### config.mk
export PLATFORM = sky130hd
export DESIGN_NAME = dca_aggregator
export DESIGN_NICKNAME = d
export VERILOG_FILES = /design/src/rtl/dca_pkg.sv /design/src/rtl/dca_rx_if.sv /design/src/rtl/dca_rx_port.sv /design/src/rtl/dca_aggregator.sv
export SDC_FILE = /design/constraint.sdc
export NUM_CORES = 1
export LEC_CHECK = 0
export ABC_AREA = 1
export BUFFER_PORTS_ARGS = -buffer_cell sky130_fd_sc_hd__buf_2
export CAP_MARGIN = 20
export CORE_ASPECT_RATIO = 0.7
export CORE_MARGIN = 2
export CORE_UTILIZATION = 45
export CTS_BUF_LIST = sky130_fd_sc_hd__clkbuf_4
export DETAILED_ROUTE_END_ITERATION = 8
export HOLD_SLACK_MARGIN = 0.02
export PLACE_DENSITY = 0.73
export SLEW_MARGIN = 10
export SYNTH_ARGS = -nofsm -noshare
export SYNTH_HDL_FRONTEND = slang
export SYNTH_SLANG_ARGS = --single-unit
### constraint.sdc
create_clock -name clk_sys_i -period 2.6 [get_ports clk_sys_i]
set_clock_uncertainty 0.05 [all_clocks]
set_input_delay 0.52 -clock clk_sys_i [delete_from_list [all_inputs] [get_ports clk_sys_i]]
set_output_delay 0.52 -clock clk_sys_i [all_outputs]
set_load 0.02 [all_outputs]
### src/rtl/dca_pkg.sv
// Shared constants for the dual-port stream aggregator: frame layouts,
// register indices, reset values, strap codes and timing counts.
// Assumes a 200 MHz system clock; all times are converted here.
package dca_pkg;
	localparam int NPORT = 2;
	localparam int CLK_NS = 5;

	// Link frames
	localparam int FRAME_W = 40;
	localparam int FCNT_W = 6;
	localparam logic [FCNT_W-1:0] FLEN_CSI = 6'd40;
	localparam logic [FCNT_W-1:0] FLEN_RAW = 6'd28;
	localparam logic [FRAME_W-1:0] PMASK_CSI = 40'h7F_FFFF_FFFF;
	localparam logic [FRAME_W-1:0] PMASK_RAW = 40'h00_07FF_FFFF;
	localparam int CF_KIND = 36;
	localparam int CF_LAST = 35;
	localparam int CF_FWD = 34;
	localparam int RF_FWD = 25;
	localparam int RF_VS = 13;
	localparam int RF_HS = 12;
	localparam int RF_PIX_W = 12;
	localparam logic [1:0] KIND_IDLE = 2'h0;
	localparam logic [1:0] KIND_SHORT = 2'h1;
	localparam logic [1:0] KIND_LHDR = 2'h2;
	localparam logic [1:0] KIND_DATA = 2'h3;

	// Packet header {ecc, word count, vc, data type}
	localparam int HDR_VC = 6;
	localparam int HDR_DT_W = 6;
	localparam logic [5:0] DT_FS = 6'h00;
	localparam logic [5:0] DT_FE = 6'h01;

	// Receive input modes and strap codes
	localparam logic [1:0] RXM_CSI = 2'h0;
	localparam logic [1:0] RXM_RAW12LF = 2'h1;
	localparam logic [1:0] RXM_RAW12HF = 2'h2;
	localparam logic [1:0] RXM_RAW10 = 2'h3;
	localparam logic [2:0] STRAP_CSI_ASYNC = 3'h0;
	localparam logic [2:0] STRAP_RAW12LF = 3'h1;
	localparam logic [2:0] STRAP_RAW12HF = 3'h2;
	localparam logic [2:0] STRAP_RAW10 = 3'h3;
	localparam logic [2:0] STRAP_CSI_SYNC = 3'h4;

	// Register indices (byte address is four times the index)
	localparam logic [7:0] REG_CTRL = 8'h20;
	localparam logic [7:0] REG_STAT = 8'h21;
	localparam logic [7:0] REG_FLAGS = 8'h22;
	localparam logic [7:0] REG_BC_TX = 8'h23;
	localparam logic [7:0] REG_FWD_RX = 8'h24;
	localparam logic [7:0] REG_PORT_SEL = 8'h4C;
	localparam logic [7:0] REG_PORT_CFG = 8'h6D;
	localparam logic [7:0] REG_VC_MAP = 8'h70;
	localparam logic [7:0] REG_RAW_HDR = 8'h71;
	localparam int CTRL_DUAL = 0;
	localparam int CTRL_SYNC = 1;
	localparam int CTRL_EN = 2;
	localparam int FL_OVR = 0;
	localparam int FL_PERR = 2;
	localparam int FL_FWD = 4;
	localparam int FL_W = 6;
	localparam logic [7:0] CTRL_RST = 8'h0C;
	localparam logic [7:0] PORT_CFG_RST = 8'h00;
	localparam logic [7:0] VC_MAP_RST = 8'hE4;
	localparam logic [7:0] RAW_HDR_RST = 8'hB0;

	// Back channel: sync header, valid bit, data byte
	localparam int BC_FRAME_W = 11;
	localparam logic [1:0] BC_SYNC = 2'b10;
	localparam int BC_DIV_W = 8;
	localparam int BC_BIT_NS_SYNC = 20;
	localparam int BC_BIT_NS_ASYNC = 100;
	localparam logic [BC_DIV_W-1:0] BC_DIV_SYNC =
		BC_DIV_W'(BC_BIT_NS_SYNC / CLK_NS);
	localparam logic [BC_DIV_W-1:0] BC_DIV_ASYNC =
		BC_DIV_W'(BC_BIT_NS_ASYNC / CLK_NS);

	// Settling wait after power-down release
	localparam int PWRUP_NS = 1000000;
	localparam int PWRUP_CYC = (PWRUP_NS + CLK_NS - 1) / CLK_NS;
	localparam int PWRUP_CNT_W = 20;

	typedef enum logic [1:0] {PU_OFF, PU_WAIT, PU_RUN} dca_pu_t;
endpackage

### src/rtl/dca_rx_if.sv
// Carrier for one receive port's decoded link frames.
// Assumes producer and consumer share clk_sys_i.
`timescale 1ns/100ps
interface dca_rx_if;
	import dca_pkg::*;
	logic fv;
	logic [FRAME_W-1:0] frame;
	logic perr;
	modport src(output fv, frame, perr);
	modport dst(input fv, frame, perr);
endinterface

### src/rtl/dca_rx_port.sv
// One receive port: samples the link clock and data pins, finds frames
// of 40 or 28 bits and checks framing and parity.
// Assumes the link clock is far slower than clk_sys_i.
`timescale 1ns/100ps
module dca_rx_port import dca_pkg::*; (
	input wire logic clk_sys_i,
	input wire logic rst_i,
	input wire logic ce_i,
	input wire logic en_i,
	input wire logic raw_i,
	input wire logic lclk_i,
	input wire logic lsd_i,
	dca_rx_if.src rx
);
	logic [2:0] clk_s;
	logic [1:0] sd_s;
	logic [FRAME_W-1:0] sh;
	logic [FRAME_W-1:0] next_sh;
	logic [FRAME_W-1:0] pmask;
	logic [FCNT_W-1:0] cnt;
	logic [FCNT_W-1:0] flen;
	logic edge_r;

	always_ff @(posedge clk_sys_i) begin
		if (rst_i) begin
			clk_s <= '0;
			sd_s <= '0;
		end else if (ce_i) begin
			clk_s <= {clk_s[1:0], lclk_i};
			sd_s <= {sd_s[0], lsd_i};
		end
	end

	assign edge_r = clk_s[1] & ~clk_s[2];
	assign next_sh = {sh[FRAME_W-2:0], sd_s[1]};
	assign flen = raw_i ? FLEN_RAW : FLEN_CSI;
	assign pmask = raw_i ? PMASK_RAW : PMASK_CSI;

	// Bit slip on a bad framing bit; the far end's transitions let it lock
	always_ff @(posedge clk_sys_i) begin
		if (rst_i || !en_i) begin
			sh <= '0;
			cnt <= '0;
			rx.fv <= 1'b0;
			rx.perr <= 1'b0;
			rx.frame <= '0;
		end else if (ce_i) begin
			rx.fv <= 1'b0;
			rx.perr <= 1'b0;
			if (edge_r) begin
				sh <= next_sh;
				if (cnt != flen - 6'd1) begin
					cnt <= cnt + 6'd1;
				end else if (next_sh[flen - 6'd1]) begin
					cnt <= '0;
					if (^(next_sh & pmask)) begin
						rx.perr <= 1'b1;
					end else begin
						rx.fv <= 1'b1;
						rx.frame <= next_sh & pmask;
					end
				end
			end
		end
	end
endmodule

### src/rtl/dca_aggregator.sv
// Dual receive port aggregator: two link ports merged by virtual
// channel onto one four-lane or two replicated two-lane outputs, with a
// back channel per port and a classic Wishbone register slave.
// Assumes link pins are asynchronous; output lanes have no back-pressure.
//
// Our own choice: the Wishbone interface to the registers.
`timescale 1ns/100ps
module dca_aggregator import dca_pkg::*; #(
	parameter int unsigned PWRUP_CYCLES = PWRUP_CYC
) (
	input wire logic clk_sys_i,
	input wire logic rst_i,
	input wire logic ce_i,
	input wire logic wb_cyc_i,
	input wire logic wb_stb_i,
	input wire logic wb_we_i,
	input wire logic [9:0] wb_adr_i,
	input wire logic [3:0] wb_sel_i,
	input wire logic [31:0] wb_dat_i,
	output logic [31:0] wb_dat_o,
	output logic wb_ack_o,
	input wire logic [1:0] link_clk_i,
	input wire logic [1:0] link_sd_i,
	output logic [1:0] bc_sd_o,
	input wire logic power_down_release_pin_i,
	input wire logic [2:0] mode_strap_i,
	output logic tx_valid_o,
	output logic [31:0] tx_data_o,
	output logic tx_sop_o,
	output logic tx_last_o,
	output logic [3:0] tx_lane_en_o,
	output logic [1:0] tx_clk_lane_en_o
);
	logic [1:0] pdb_s;
	logic [2:0] strap_s1;
	logic [2:0] strap_s2;
	dca_pu_t pu_st;
	logic [PWRUP_CNT_W-1:0] pu_cnt;
	logic strap_go;
	logic ready;
	logic [7:0] ctrl;
	logic port_sel;
	logic [7:0] port_cfg [NPORT];
	logic [7:0] vc_map [NPORT];
	logic [7:0] raw_hdr [NPORT];
	logic [NPORT-1:0] port_raw;
	logic [NPORT-1:0] port_on;
	logic [NPORT-1:0] rx_fv;
	logic [NPORT-1:0] rx_perr;
	logic [FRAME_W-1:0] rx_frame [NPORT];
	logic [NPORT-1:0] raw_hs;
	logic [NPORT-1:0] raw_vs;
	logic [NPORT-1:0] nw_v;
	logic [NPORT-1:0] nw_sop;
	logic [NPORT-1:0] nw_last;
	logic [31:0] nw_word [NPORT];
	logic [NPORT-1:0] pend_v;
	logic [NPORT-1:0] pend_sop;
	logic [NPORT-1:0] pend_last;
	logic [31:0] pend_word [NPORT];
	logic locked;
	logic owner;
	logic rr_last;
	logic sel;
	logic take;
	logic half_v;
	logic half_last;
	logic [15:0] half_w;
	logic [FL_W-1:0] flags;
	logic [FL_W-1:0] fl_set;
	logic [FL_W-1:0] fl_clr;
	logic [BC_DIV_W-1:0] bc_div [NPORT];
	logic [3:0] bc_cnt [NPORT];
	logic [BC_FRAME_W-1:0] bc_sh [NPORT];
	logic [NPORT-1:0] bc_hold_v;
	logic [7:0] bc_hold_d [NPORT];
	logic [7:0] fwd_sh [NPORT];
	logic [2:0] fwd_cnt [NPORT];
	logic [7:0] fwd_byte [NPORT];
	logic wb_req;
	logic wb_wr;
	logic [7:0] idx;
	logic [31:0] rdat;
	logic [BC_DIV_W-1:0] bc_top;

	// Power-down release, 1 ms settle, then strap sample
	always_ff @(posedge clk_sys_i) begin
		if (rst_i) begin
			pdb_s <= '0;
			strap_s1 <= '0;
			strap_s2 <= '0;
		end else if (ce_i) begin
			pdb_s <= {pdb_s[0], power_down_release_pin_i};
			strap_s1 <= mode_strap_i;
			strap_s2 <= strap_s1;
		end
	end

	always_ff @(posedge clk_sys_i) begin
		if (rst_i) begin
			pu_st <= PU_OFF;
			pu_cnt <= '0;
			strap_go <= 1'b0;
		end else if (ce_i) begin
			strap_go <= 1'b0;
			case (pu_st)
			PU_OFF: begin
				pu_cnt <= '0;
				if (pdb_s[1]) pu_st <= PU_WAIT;
			end
			PU_WAIT: begin
				if (!pdb_s[1]) begin
					pu_st <= PU_OFF;
				end else if (pu_cnt == PWRUP_CNT_W'(PWRUP_CYCLES - 1)) begin
					strap_go <= 1'b1;
					pu_st <= PU_RUN;
				end else begin
					pu_cnt <= pu_cnt + 1'b1;
				end
			end
			PU_RUN: begin
				if (!pdb_s[1]) pu_st <= PU_OFF;
			end
			default: pu_st <= PU_OFF;
			endcase
		end
	end
	assign ready = (pu_st == PU_RUN);

	// Wishbone decode; one wait state, ack is a single-cycle pulse
	assign idx = wb_adr_i[9:2];
	assign wb_req = wb_cyc_i & wb_stb_i & ~wb_ack_o;
	assign wb_wr = wb_req & wb_we_i & wb_sel_i[0];

	always_ff @(posedge clk_sys_i) begin
		if (rst_i) begin
			ctrl <= CTRL_RST;
			port_sel <= 1'b0;
			for (int p = 0; p < NPORT; p++) begin
				port_cfg[p] <= PORT_CFG_RST;
				vc_map[p] <= VC_MAP_RST;
				raw_hdr[p] <= RAW_HDR_RST;
			end
		end else if (ce_i) begin
			if (strap_go) begin
				for (int p = 0; p < NPORT; p++) begin
					case (strap_s2)
					STRAP_RAW12LF: port_cfg[p][1:0] <= RXM_RAW12LF;
					STRAP_RAW12HF: port_cfg[p][1:0] <= RXM_RAW12HF;
					STRAP_RAW10: port_cfg[p][1:0] <= RXM_RAW10;
					default: port_cfg[p][1:0] <= RXM_CSI;
					endcase
				end
				ctrl[CTRL_SYNC] <= (strap_s2 == STRAP_CSI_SYNC);
			end else if (wb_wr) begin
				case (idx)
				REG_CTRL: ctrl <= wb_dat_i[7:0];
				REG_PORT_SEL: port_sel <= wb_dat_i[0];
				REG_PORT_CFG: port_cfg[port_sel] <= wb_dat_i[7:0];
				REG_VC_MAP: vc_map[port_sel] <= wb_dat_i[7:0];
				REG_RAW_HDR: raw_hdr[port_sel] <= wb_dat_i[7:0];
				default: ;
				endcase
			end
		end
	end

	always_comb begin
		rdat = '0;
		case (idx)
		REG_CTRL: rdat[7:0] = ctrl;
		REG_STAT: rdat[3:0] = {bc_hold_v, ctrl[CTRL_SYNC], ready};
		REG_FLAGS: rdat[FL_W-1:0] = flags;
		REG_FWD_RX: rdat[7:0] = fwd_byte[port_sel];
		REG_PORT_SEL: rdat[0] = port_sel;
		REG_PORT_CFG: rdat[7:0] = port_cfg[port_sel];
		REG_VC_MAP: rdat[7:0] = vc_map[port_sel];
		REG_RAW_HDR: rdat[7:0] = raw_hdr[port_sel];
		default: rdat = '0;
		endcase
	end

	always_ff @(posedge clk_sys_i) begin
		if (rst_i) begin
			wb_ack_o <= 1'b0;
			wb_dat_o <= '0;
		end else if (ce_i) begin
			wb_ack_o <= wb_req;
			wb_dat_o <= wb_req ? rdat : '0;
		end
	end

	// Receive ports
	for (genvar g = 0; g < NPORT; g++) begin : g_port
		dca_rx_if rxi();
		assign port_raw[g] = port_cfg[g][1:0] != RXM_CSI;
		assign port_on[g] = ready & ctrl[CTRL_EN + g];
		dca_rx_port u_rx (
			.clk_sys_i(clk_sys_i),
			.rst_i(rst_i),
			.ce_i(ce_i),
			.en_i(port_on[g]),
			.raw_i(port_raw[g]),
			.lclk_i(link_clk_i[g]),
			.lsd_i(link_sd_i[g]),
			.rx(rxi.src)
		);
		assign rx_fv[g] = rxi.fv;
		assign rx_perr[g] = rxi.perr;
		assign rx_frame[g] = rxi.frame;
	end

	// Frame to output word; CSI payload bits pass unchanged except the remapped header VC field
	always_comb begin
		for (int p = 0; p < NPORT; p++) begin
			nw_v[p] = 1'b0;
			nw_sop[p] = 1'b0;
			nw_last[p] = 1'b0;
			nw_word[p] = rx_frame[p][31:0];
			if (rx_fv[p] && !port_raw[p]) begin
				case (rx_frame[p][CF_KIND +: 2])
				KIND_SHORT, KIND_LHDR: begin
					nw_v[p] = 1'b1;
					nw_sop[p] = 1'b1;
					nw_last[p] = rx_frame[p][CF_KIND +: 2] == KIND_SHORT;
					nw_word[p][HDR_VC +: 2] =
						vc_map[p][2 * rx_frame[p][HDR_VC +: 2] +: 2];
				end
				KIND_DATA: begin
					nw_v[p] = 1'b1;
					nw_last[p] = rx_frame[p][CF_LAST];
				end
				default: nw_v[p] = 1'b0;
				endcase
			end else if (rx_fv[p]) begin
				nw_v[p] = 1'b1;
				nw_word[p] = {8'h00, 16'h0000, raw_hdr[p][1:0],
					raw_hdr[p][7:2]};
				if (rx_frame[p][RF_VS] != raw_vs[p]) begin
					nw_sop[p] = 1'b1;
					nw_last[p] = 1'b1;
					nw_word[p][HDR_DT_W-1:0] =
						rx_frame[p][RF_VS] ? DT_FS : DT_FE;
				end else if (rx_frame[p][RF_HS] && !raw_hs[p]) begin
					nw_sop[p] = 1'b1;
				end else if (!rx_frame[p][RF_HS] && raw_hs[p]) begin
					nw_last[p] = 1'b1;
					nw_word[p] = '0;
				end else if (rx_frame[p][RF_HS]) begin
					nw_word[p] = {20'h0_0000, rx_frame[p][RF_PIX_W-1:0]};
				end else begin
					nw_v[p] = 1'b0;
				end
			end
		end
	end

	// Fair choice, held for a whole packet
	always_comb begin
		if (locked) begin
			sel = owner;
		end else begin
			sel = pend_v[~rr_last] ? ~rr_last : rr_last;
		end
		take = ~half_v & pend_v[sel];
	end

	always_ff @(posedge clk_sys_i) begin
		if (rst_i) begin
			pend_v <= '0;
			pend_sop <= '0;
			pend_last <= '0;
			raw_hs <= '0;
			raw_vs <= '0;
			for (int p = 0; p < NPORT; p++) pend_word[p] <= '0;
		end else if (ce_i) begin
			for (int p = 0; p < NPORT; p++) begin
				if (rx_fv[p]) begin
					raw_hs[p] <= rx_frame[p][RF_HS];
					raw_vs[p] <= rx_frame[p][RF_VS];
				end
				if (nw_v[p]) begin
					pend_v[p] <= 1'b1;
					pend_sop[p] <= nw_sop[p];
					pend_last[p] <= nw_last[p];
					pend_word[p] <= nw_word[p];
				end else if (take && sel == p) begin
					pend_v[p] <= 1'b0;
				end
			end
		end
	end

	always_ff @(posedge clk_sys_i) begin
		if (rst_i) begin
			locked <= 1'b0;
			owner <= 1'b0;
			rr_last <= 1'b1;
		end else if (ce_i && take) begin
			if (pend_sop[sel]) rr_last <= sel;
			if (pend_last[sel]) begin
				locked <= 1'b0;
			end else if (pend_sop[sel]) begin
				locked <= 1'b1;
				owner <= sel;
			end
		end
	end

	// Output lanes: quad takes a word per beat, dual splits it in two
	always_ff @(posedge clk_sys_i) begin
		if (rst_i) begin
			tx_valid_o <= 1'b0;
			tx_data_o <= '0;
			tx_sop_o <= 1'b0;
			tx_last_o <= 1'b0;
			half_v <= 1'b0;
			half_last <= 1'b0;
			half_w <= '0;
		end else if (ce_i) begin
			tx_valid_o <= take | half_v;
			if (take && !ctrl[CTRL_DUAL]) begin
				tx_data_o <= pend_word[sel];
				tx_sop_o <= pend_sop[sel];
				tx_last_o <= pend_last[sel];
			end else if (take) begin
				tx_data_o <= {2{pend_word[sel][15:0]}};
				tx_sop_o <= pend_sop[sel];
				tx_last_o <= 1'b0;
				half_v <= 1'b1;
				half_w <= pend_word[sel][31:16];
				half_last <= pend_last[sel];
			end else if (half_v) begin
				tx_data_o <= {2{half_w}};
				tx_sop_o <= 1'b0;
				tx_last_o <= half_last;
				half_v <= 1'b0;
			end
		end
	end

	always_ff @(posedge clk_sys_i) begin
		if (rst_i) begin
			tx_lane_en_o <= '0;
			tx_clk_lane_en_o <= '0;
		end else if (ce_i) begin
			tx_lane_en_o <= {4{ready}};
			tx_clk_lane_en_o <= {ready & ctrl[CTRL_DUAL], ready};
		end
	end

	// Sticky flags; a new event wins over a clear in the same cycle
	always_comb begin
		fl_set = '0;
		fl_clr = '0;
		for (int p = 0; p < NPORT; p++) begin
			fl_set[FL_OVR + p] = nw_v[p] & pend_v[p] & ~(take && sel == p);
			fl_set[FL_PERR + p] = rx_perr[p];
			fl_set[FL_FWD + p] = rx_fv[p] && fwd_cnt[p] == 3'd7;
		end
		if (wb_wr && idx == REG_FLAGS) fl_clr = wb_dat_i[FL_W-1:0];
	end

	always_ff @(posedge clk_sys_i) begin
		if (rst_i) begin
			flags <= '0;
		end else if (ce_i) begin
			flags <= (flags & ~fl_clr) | fl_set;
		end
	end

	// Forward control bits collected into bytes
	always_ff @(posedge clk_sys_i) begin
		if (rst_i) begin
			for (int p = 0; p < NPORT; p++) begin
				fwd_sh[p] <= '0;
				fwd_cnt[p] <= '0;
				fwd_byte[p] <= '0;
			end
		end else if (ce_i) begin
			for (int p = 0; p < NPORT; p++) begin
				if (rx_fv[p]) begin
					fwd_sh[p] <= {fwd_sh[p][6:0], port_raw[p] ?
						rx_frame[p][RF_FWD] : rx_frame[p][CF_FWD]};
					fwd_cnt[p] <= fwd_cnt[p] + 3'd1;
					if (fwd_cnt[p] == 3'd7) begin
						fwd_byte[p] <= {fwd_sh[p][6:0], port_raw[p] ?
							rx_frame[p][RF_FWD] : rx_frame[p][CF_FWD]};
					end
				end
			end
		end
	end

	// Back channel: frames run without pause, valid bit clear when nothing queued
	assign bc_top = ctrl[CTRL_SYNC] ? BC_DIV_SYNC : BC_DIV_ASYNC;
	always_ff @(posedge clk_sys_i) begin
		if (rst_i) begin
			bc_hold_v <= '0;
			bc_sd_o <= '0;
			for (int p = 0; p < NPORT; p++) begin
				bc_hold_d[p] <= '0;
				bc_div[p] <= '0;
				bc_cnt[p] <= '0;
				bc_sh[p] <= '0;
			end
		end else if (ce_i) begin
			for (int p = 0; p < NPORT; p++) begin
				if (!port_on[p]) begin
					bc_div[p] <= '0;
					bc_cnt[p] <= '0;
					bc_sd_o[p] <= 1'b0;
				// A switch to the shorter cell must not wrap the divider
				end else if (bc_div[p] < bc_top - 8'd1) begin
					bc_div[p] <= bc_div[p] + 8'd1;
				end else if (bc_cnt[p] == 4'd0) begin
					bc_div[p] <= '0;
					bc_cnt[p] <= 4'(BC_FRAME_W - 1);
					bc_sd_o[p] <= BC_SYNC[1];
					bc_sh[p] <= {BC_SYNC[0], bc_hold_v[p],
						bc_hold_v[p] ? bc_hold_d[p] : 8'h00, 1'b0};
					bc_hold_v[p] <= 1'b0;
				end else begin
					bc_div[p] <= '0;
					bc_cnt[p] <= bc_cnt[p] - 4'd1;
					bc_sd_o[p] <= bc_sh[p][BC_FRAME_W-1];
					bc_sh[p] <= {bc_sh[p][BC_FRAME_W-2:0], 1'b0};
				end
				if (wb_wr && idx == REG_BC_TX && port_sel == p &&
					!bc_hold_v[p]) begin
					bc_hold_v[p] <= 1'b1;
					bc_hold_d[p] <= wb_dat_i[7:0];
				end
			end
		end
	end
endmodule

# Word level (Yosys, flattened, before mapping)
# Memories as Yosys holds them, arrays and structs flattened. A register that Yosys moved wholly into a read port is not among the register bits.
# Index checks and enable logic that the tools add are counted.
totals:
  regBits: 332
  input_bits: 60
  out_inout_bits: 76
  memories: 11
  elab_cells: 598
  ramBits: 210
classes:
  shift: 2
  add_sub_neg: 12
  n_reduce_logical: 86
  order_cmp: 6
  n_bitwise: 72
  eq_ne: 37
  muxes: 320
mem_list:
  columns: ["name", "words", "word_bits", "read_ports", "rd_clocked_by_memory_dff", "wr", "line_no", "text"]
  rows:
  - ["pend_word", 2, 32, 1, 0, 2, "dca_aggregator.sv:60", "logic [31:0] pend_word [NPORT];"]
  - ["bc_sh", 2, 10, 2, 0, 2, "dca_aggregator.sv:74", "logic [BC_FRAME_W-1:0] bc_sh [NPORT];"]
  - ["bc_div", 2, 8, 2, 0, 2, "dca_aggregator.sv:72", "logic [BC_DIV_W-1:0] bc_div [NPORT];"]
  - ["bc_hold_d", 2, 8, 2, 0, 2, "dca_aggregator.sv:76", "logic [7:0] bc_hold_d [NPORT];"]
  - ["fwd_byte", 2, 8, 1, 1, 2, "dca_aggregator.sv:79", "logic [7:0] fwd_byte [NPORT];"]
  - ["fwd_sh", 2, 8, 2, 0, 2, "dca_aggregator.sv:77", "logic [7:0] fwd_sh [NPORT];"]
  - ["5 more memories", null, null, null, null, null, null, null]
op_table:
  columns: ["op", "count"]
  rows:
  - ["two-way mux 32 bit", 11]
  - ["two-way mux 1 bit", 226]
  - ["two-way mux 8 bit", 20]
  - ["bitwise AND 40 x 39 -> 40 bit", 2]
  - ["parity 40 bit", 2]
  - ["two-way mux 39 bit", 2]
  - ["two-way mux 6 bit", 11]
  - ["two-way mux 26 bit", 2]
  - ["two-way mux 24 bit", 2]
  - ["== test 8 x 6 -> 1 bit (second input constant)", 5]
  - ["two-way mux 10 bit", 4]
  - ["two-way mux 20 bit", 2]
  - ["one-hot mux 20 bit (2 select lines)", 1]
  - ["two-way mux 2 bit", 19]
  - ["OR 1 bit", 37]
  - ["== test 8 x 7 -> 1 bit (second input constant)", 4]
  - ["AND reduction 2 bit", 14]
  - ["nonzero test 2 bit", 14]
  - ["two-way mux 12 bit", 2]
  - ["two-way mux 4 bit", 6]
  - ["AND reduction 4 bit", 6]
  - ["OR reduction 8 bit", 3]
  - ["one-hot mux 3 bit (7 select lines)", 1]
  - ["adder 20 x 1 -> 20 bit (second input constant)", 1]
  - ["44 further kinds", 138]

# Depth between registers and ports, before layout
logic_depth:
  ltp_word: 12
  ltp_mapped: 18

# By module
# A second synthesis with hierarchy kept.
unflattened:
  hier_cells: 3558
  hier_area_um2: 25849.8
modules_own_cells:
  columns: ["mod", "seq_area_each_um2", "area_per_inst_um2", "n_inst", "cells_each"]
  rows:
  - ["dca_aggregator", 8798.4, 16746.1, 1, 2132]
  - ["dca_rx_port", 1821.7, 4551.9, 2, 713]

# Least setup slack after synthesis
# OpenSTA, ideal clock, no wires.
synth_path:
  kind: "input to register"
  start: "input port rst_i"
  end: "memory pend_word[0][0], enable pin"
  arrival_ps: 1978
  path_stages: 5
  path_buffers: 3
  setup_ps: 485
  path_slack_ps: 87
  required_ps: 2065
  path_cell_list: "clkbuf_1 -> inv_1 -> clkbuf_1 -> clkbuf_1 -> nand2_1"
synth_lines:
  columns: ["item", "line_no", "text"]
  rows:
  - ["start, declared", "dca_aggregator.sv:12", "input wire logic rst_i,"]
  - ["end, declared", "dca_aggregator.sv:60", null]

==> flow_metrics.py <==
metrics = {
    "floorplanning": {
        "design.core.area_um2": 53700,
        "io-pin-count": 136,
        "die_w_um": 283,
        "std_cell_rows": 71,
        "start_util_pct": 45.6,
        "dieArea_um2": 56400,
        "dieHeight_um": 199,
    },
    "placed_design": {
        "pre_cts_slack_ps": -13.3,
        "placed_cell_area_um2": 26200,
        "port_buffers": 82,
        "dp_hpwl_mm": 46.3,
        "gp_congestion": 0.939,
    },
    "detailed_routing": {
        "avgViaCountPerCell": 5.09,
        "post_drt_wl_per_cell_um": 15.5,
        "drtIter0Drc": 2352,
        "drt-total-wl_mm": 65.0,
        "dr.pass1.iters": 6,
        "vias": 21400,
        "drc": 0,
        "postRouteAntennaNets": 0,
    },
    "sta": {
        "drv_slew": 0,
        "fmax_mhz": 384,
        "min_period_ps": 2610,
        "relSlewSlack_pct": 43.1,
        "setup_viol": 3,
        "fin_tns_setup_ps": -13.5,
        "rsz0062_at_grt": "true",
        "tightest_slew_ps": 850,
        "hold_violations": 0,
        "fin_ws_ps": -7.32,
        "timing.final.crit_share_pct": 100,
    },
    "outcome": {
        "violations": "setup timing",
        "status": "finished with violations",
    },
    "power": {
        "clock_power_share_pct": 40.7,
        "switching_share_pct": 25.3,
        "combPwrFrac_pct": 5.7,
        "vdd_drop_max_mv": 0.269,
        "p_sw_uw": 4040,
        "p_total_uw": 16000,
        "power.leakage_uw": 0.0114,
        "internal-power_uw": 11900,
        "p_per_area_nw_per_um2": 568,
        "pwr-share-seq_pct": 53.6,
    },
    "yosys": {
        "synth_flop_cell": "dfxtp_1",
        "seq_area_frac_synth_pct": 50.3,
        "syn-cell-area_um2": 24500,
        "avgSynthCellArea_um2": 7.74,
        "ys_seq_elements": 512,
        "synth-edff-count": 207,
        "netlist_instances": 3168,
        "async_flop_share_pct": 0,
        "yosysWarnings": 0,
        "ys_types": 56,
    },
    "critical_path": {
        "worstSetupPathType": "flip-flop to flip-flop",
        "start_kind": "flip-flop",
        "path_max_fanout": 21,
        "worstPathRequired_ps": 3180,
        "crit_path_end_kind": "flip-flop",
        "crit_arrival_ps": 3190,
    },
    "global_route": {
        "grt.total_usage_pct": 22.6,
        "antenna_found_initial": 1,
        "grt_first_pass_wirelength_mm": 102,
        "grt_max_degree": 75,
        "grt_overflow": 0,
        "grt_pass1_vias": 19100,
    },
    "cells_and_area": {
        "final_nets": 3462,
        "fin_area_um2": 28100,
        "finish.utilization_pct": 52.3,
        "fillers": 5074,
        "area_growth_pct": 14.5,
        "drive_gt1_share_pct": 12.9,
    },
    "clock_network": {
        "clk_latency_ps": 920,
        "numCtsBuffers": 121,
        "clock-sinks": 512,
        "clockRootBuffer": "clkbuf_4",
        "cts.clk_slew.worst_paths_ps": 70,
        "cts_buffer_depth": 3,
        "htreeDepth": 3,
        "cts_tree": "built",
    },
    "worst_hold_path": {
        "min_path_type": "input port to flip-flop",
    },
    "flow_run": {
        "drv_cap": 0,
    },
}
-- placed cells by master, fill, tap and decap left out, types with 4 or more instances in the layout --
cell type / netlist / layout
o2111ai_1: 5 / 5
clkinv_2: 0 / 12
nor2_4: 2 / 6
o31ai_1: 7 / 7
clkinv_1: 5 / 32
o22ai_1: 14 / 14
xor2_1: 25 / 25
buf_4: 36 / 111
nand3_1: 130 / 129
conb_1: 1 / 28
a211oi_1: 4 / 4
xnor2_1: 16 / 16
o21ai_1: 13 / 15
o211ai_1: 8 / 8
nor2_2: 4 / 6
a21oi_1: 222 / 220
inv_1: 355 / 353
a31oi_1: 22 / 20
clkbuf_4: 0 / 167
or2_2: 4 / 4
edfxtp_1: 207 / 207
nand4_1: 60 / 60
dfxtp_1: 305 / 305
nor3b_1: 4 / 4
nor3_1: 48 / 48
buf_2: 34 / 82
mux2i_1: 16 / 16
dlygate4sd3_1: 0 / 21
nand2_1: 840 / 839
o21ai_0: 205 / 203
nor2_1: 389 / 383
nand2_2: 4 / 5
buf_12: 0 / 20
nand3_2: 5 / 6
ha_1: 18 / 18
nor4_1: 9 / 9
inv_2: 8 / 11
a22oi_1: 6 / 6
a32o_1: 13 / 13
-- sequential cells by signal, summed over array words and instances, names as in the netlist, 6 cells and up, named ones only --
register	count
fwd_byte	16
fwd_sh	14
pend_word	64
bc_div	16
wb_dat_o	8
port_cfg	16
tx_data_o	32
bc_hold_d	16
bc_cnt	8
flags	6
fwd_cnt	6
ctrl	8
pu_cnt	20
raw_hdr	16
g_port.u_rx.clk_s	6
g_port.u_rx.cnt	12
g_port.u_rx.rx.frame	72
half_w	16
vc_map	16
g_port.u_rx.sh	78
bc_sh	20
-- cells in the mapped netlist (5+ instances only) --
| library cell | count | area, µm² |
|---|---|---|
| nor2_1 | 389 | 1460 |
| nand3_1 | 130 | 651 |
| nor3_1 | 48 | 240 |
| o21ai_0 | 205 | 1030 |
| inv_2 | 8 | 30.0 |
| nand3_2 | 5 | 50.1 |
| o2111ai_1 | 5 | 43.8 |
| nor4_1 | 9 | 56.3 |
| nand4_1 | 60 | 375 |
| mux2i_1 | 16 | 160 |
| a32o_1 | 13 | 130 |
| buf_1 | 12 | 45.0 |
| a31oi_1 | 22 | 138 |
| buf_2 | 34 | 170 |
| dfxtp_1 | 305 | 6110 |
| o22ai_1 | 14 | 87.6 |
| clkinv_1 | 5 | 18.8 |
| xnor2_1 | 16 | 140 |
| o21ai_1 | 13 | 65.1 |
| ha_1 | 18 | 225 |
| edfxtp_1 | 207 | 6220 |
| nand2_1 | 840 | 3150 |
| buf_6 | 14 | 158 |
| clkbuf_1 | 72 | 270 |
| a21oi_1 | 222 | 1110 |
| xor2_1 | 25 | 219 |
| o31ai_1 | 7 | 52.6 |
| buf_4 | 36 | 270 |
| a22oi_1 | 6 | 45.0 |
| o211ai_1 | 8 | 60.1 |
| inv_1 | 355 | 1330 |
-- stage by stage --
| stage | hold WS (ps) | std cells |
|---|---|---|
| floorplan | 379 | 3195 |
| global placement | 399 | 3962 |
| detailed placement | 406 | 3962 |
| CTS | 22.9 | 4200 |
| global route | 57.9 | 4204 |
| finish | 102 | 4205 |
-- per-layer routing --
metal / up-vias / share of wire [%] / global-route usage (%)
li1: 10800 / - / -
met1: 9710 / 49 / 34.6
met2: 831 / 39 / 30.7
met3: 91 / 10 / 6.18
met4: 2 / 1.5 / 6.19
met5: - / 0.14 / 1.21
-- critical path, cell delays in order (launching register included) --
cell	delay, ps
edfxtp_1	440
nor2_4	70
buf_12	150
buf_4	140
o41ai_2	690
nor2_1	190
nor2_4	160
buf_4	180
buf_12	160
nor3_1	70
-- worst paths after layout --
| kind | startpoint | endpoint | slack [ps] | cells after the start |
|---|---|---|---|---|
| worst max-delay path | port_cfg[0][1] | pend_word[1][20] | -7 | 9 |
| worst min-delay path | wb_stb_i | wb_ack_o | 100 | 4 |
| worst max register to register | port_cfg[0][1] | pend_word[1][20] | -7 | 9 |
| worst min register to register | g_port[1].u_rx.clk_s[0] | g_port[1].u_rx.clk_s[1] | 390 | 2 |
-- power groups by stage --
| stage | logic [µW] | clock network, µW | registers, µW |
|---|---|---|---|
| floorplan | 592 | 0 | 8710 |
| global placement | 831 | 0 | 8720 |
| detailed placement | 839 | 0 | 8730 |
| CTS | 875 | 6610 | 8550 |
| global route | 992 | 7030 | 8560 |
| finish | 910 | 6500 | 8550 |
-- layout make-up --
| type | instances | area, µm² | area share, % |
|---|---|---|---|
| timing repair buffer | 235 | 1880 | 6.69 |
| clock inverter | 45 | 246 | 0.878 |
| multi-input combinational | 2146 | 10100 | 35.9 |
| antenna | 2 | 5.00 | 0.0178 |
| sequential | 512 | 12300 | 43.9 |
| clock buffer | 167 | 1250 | 4.46 |
| inverter | 368 | 1390 | 4.93 |
| tap | 730 | 913 | 3.25 |
-- repair_timing --
| action | CTS | global route |
|---|---|---|
| buffers inserted | 5 | 2 |
| pin swaps | 1 | 1 |
| cloned | 0 | 1 |
| hold endpoints to repair | 31 | 0 |
| resized for setup | 1 | 10 |
| setup endpoints to repair | 84 | 50 |
| hold buffers | 21 | 0 |
-- logic make-up (layout without fill, tap and decap cells) --
logic type / after synthesis / after routing / share of synthesized area, %
XOR/XNOR: 41 / 41 / 1.46
buffers and inverters: 537 / 815 / 9.38
AO/OA/AOI/OAI: 536 / 536 / 12.0
multiplexers: 16 / 16 / 0.653
AND/OR/NAND/NOR: 1507 / 1507 / 25.3
flip-flops: 512 / 512 / 50.3
adder cells (fa/ha/maj): 18 / 18 / 0.919
other: 1 / 30 / 0.0153
Power figures use the tool's default switching activity.
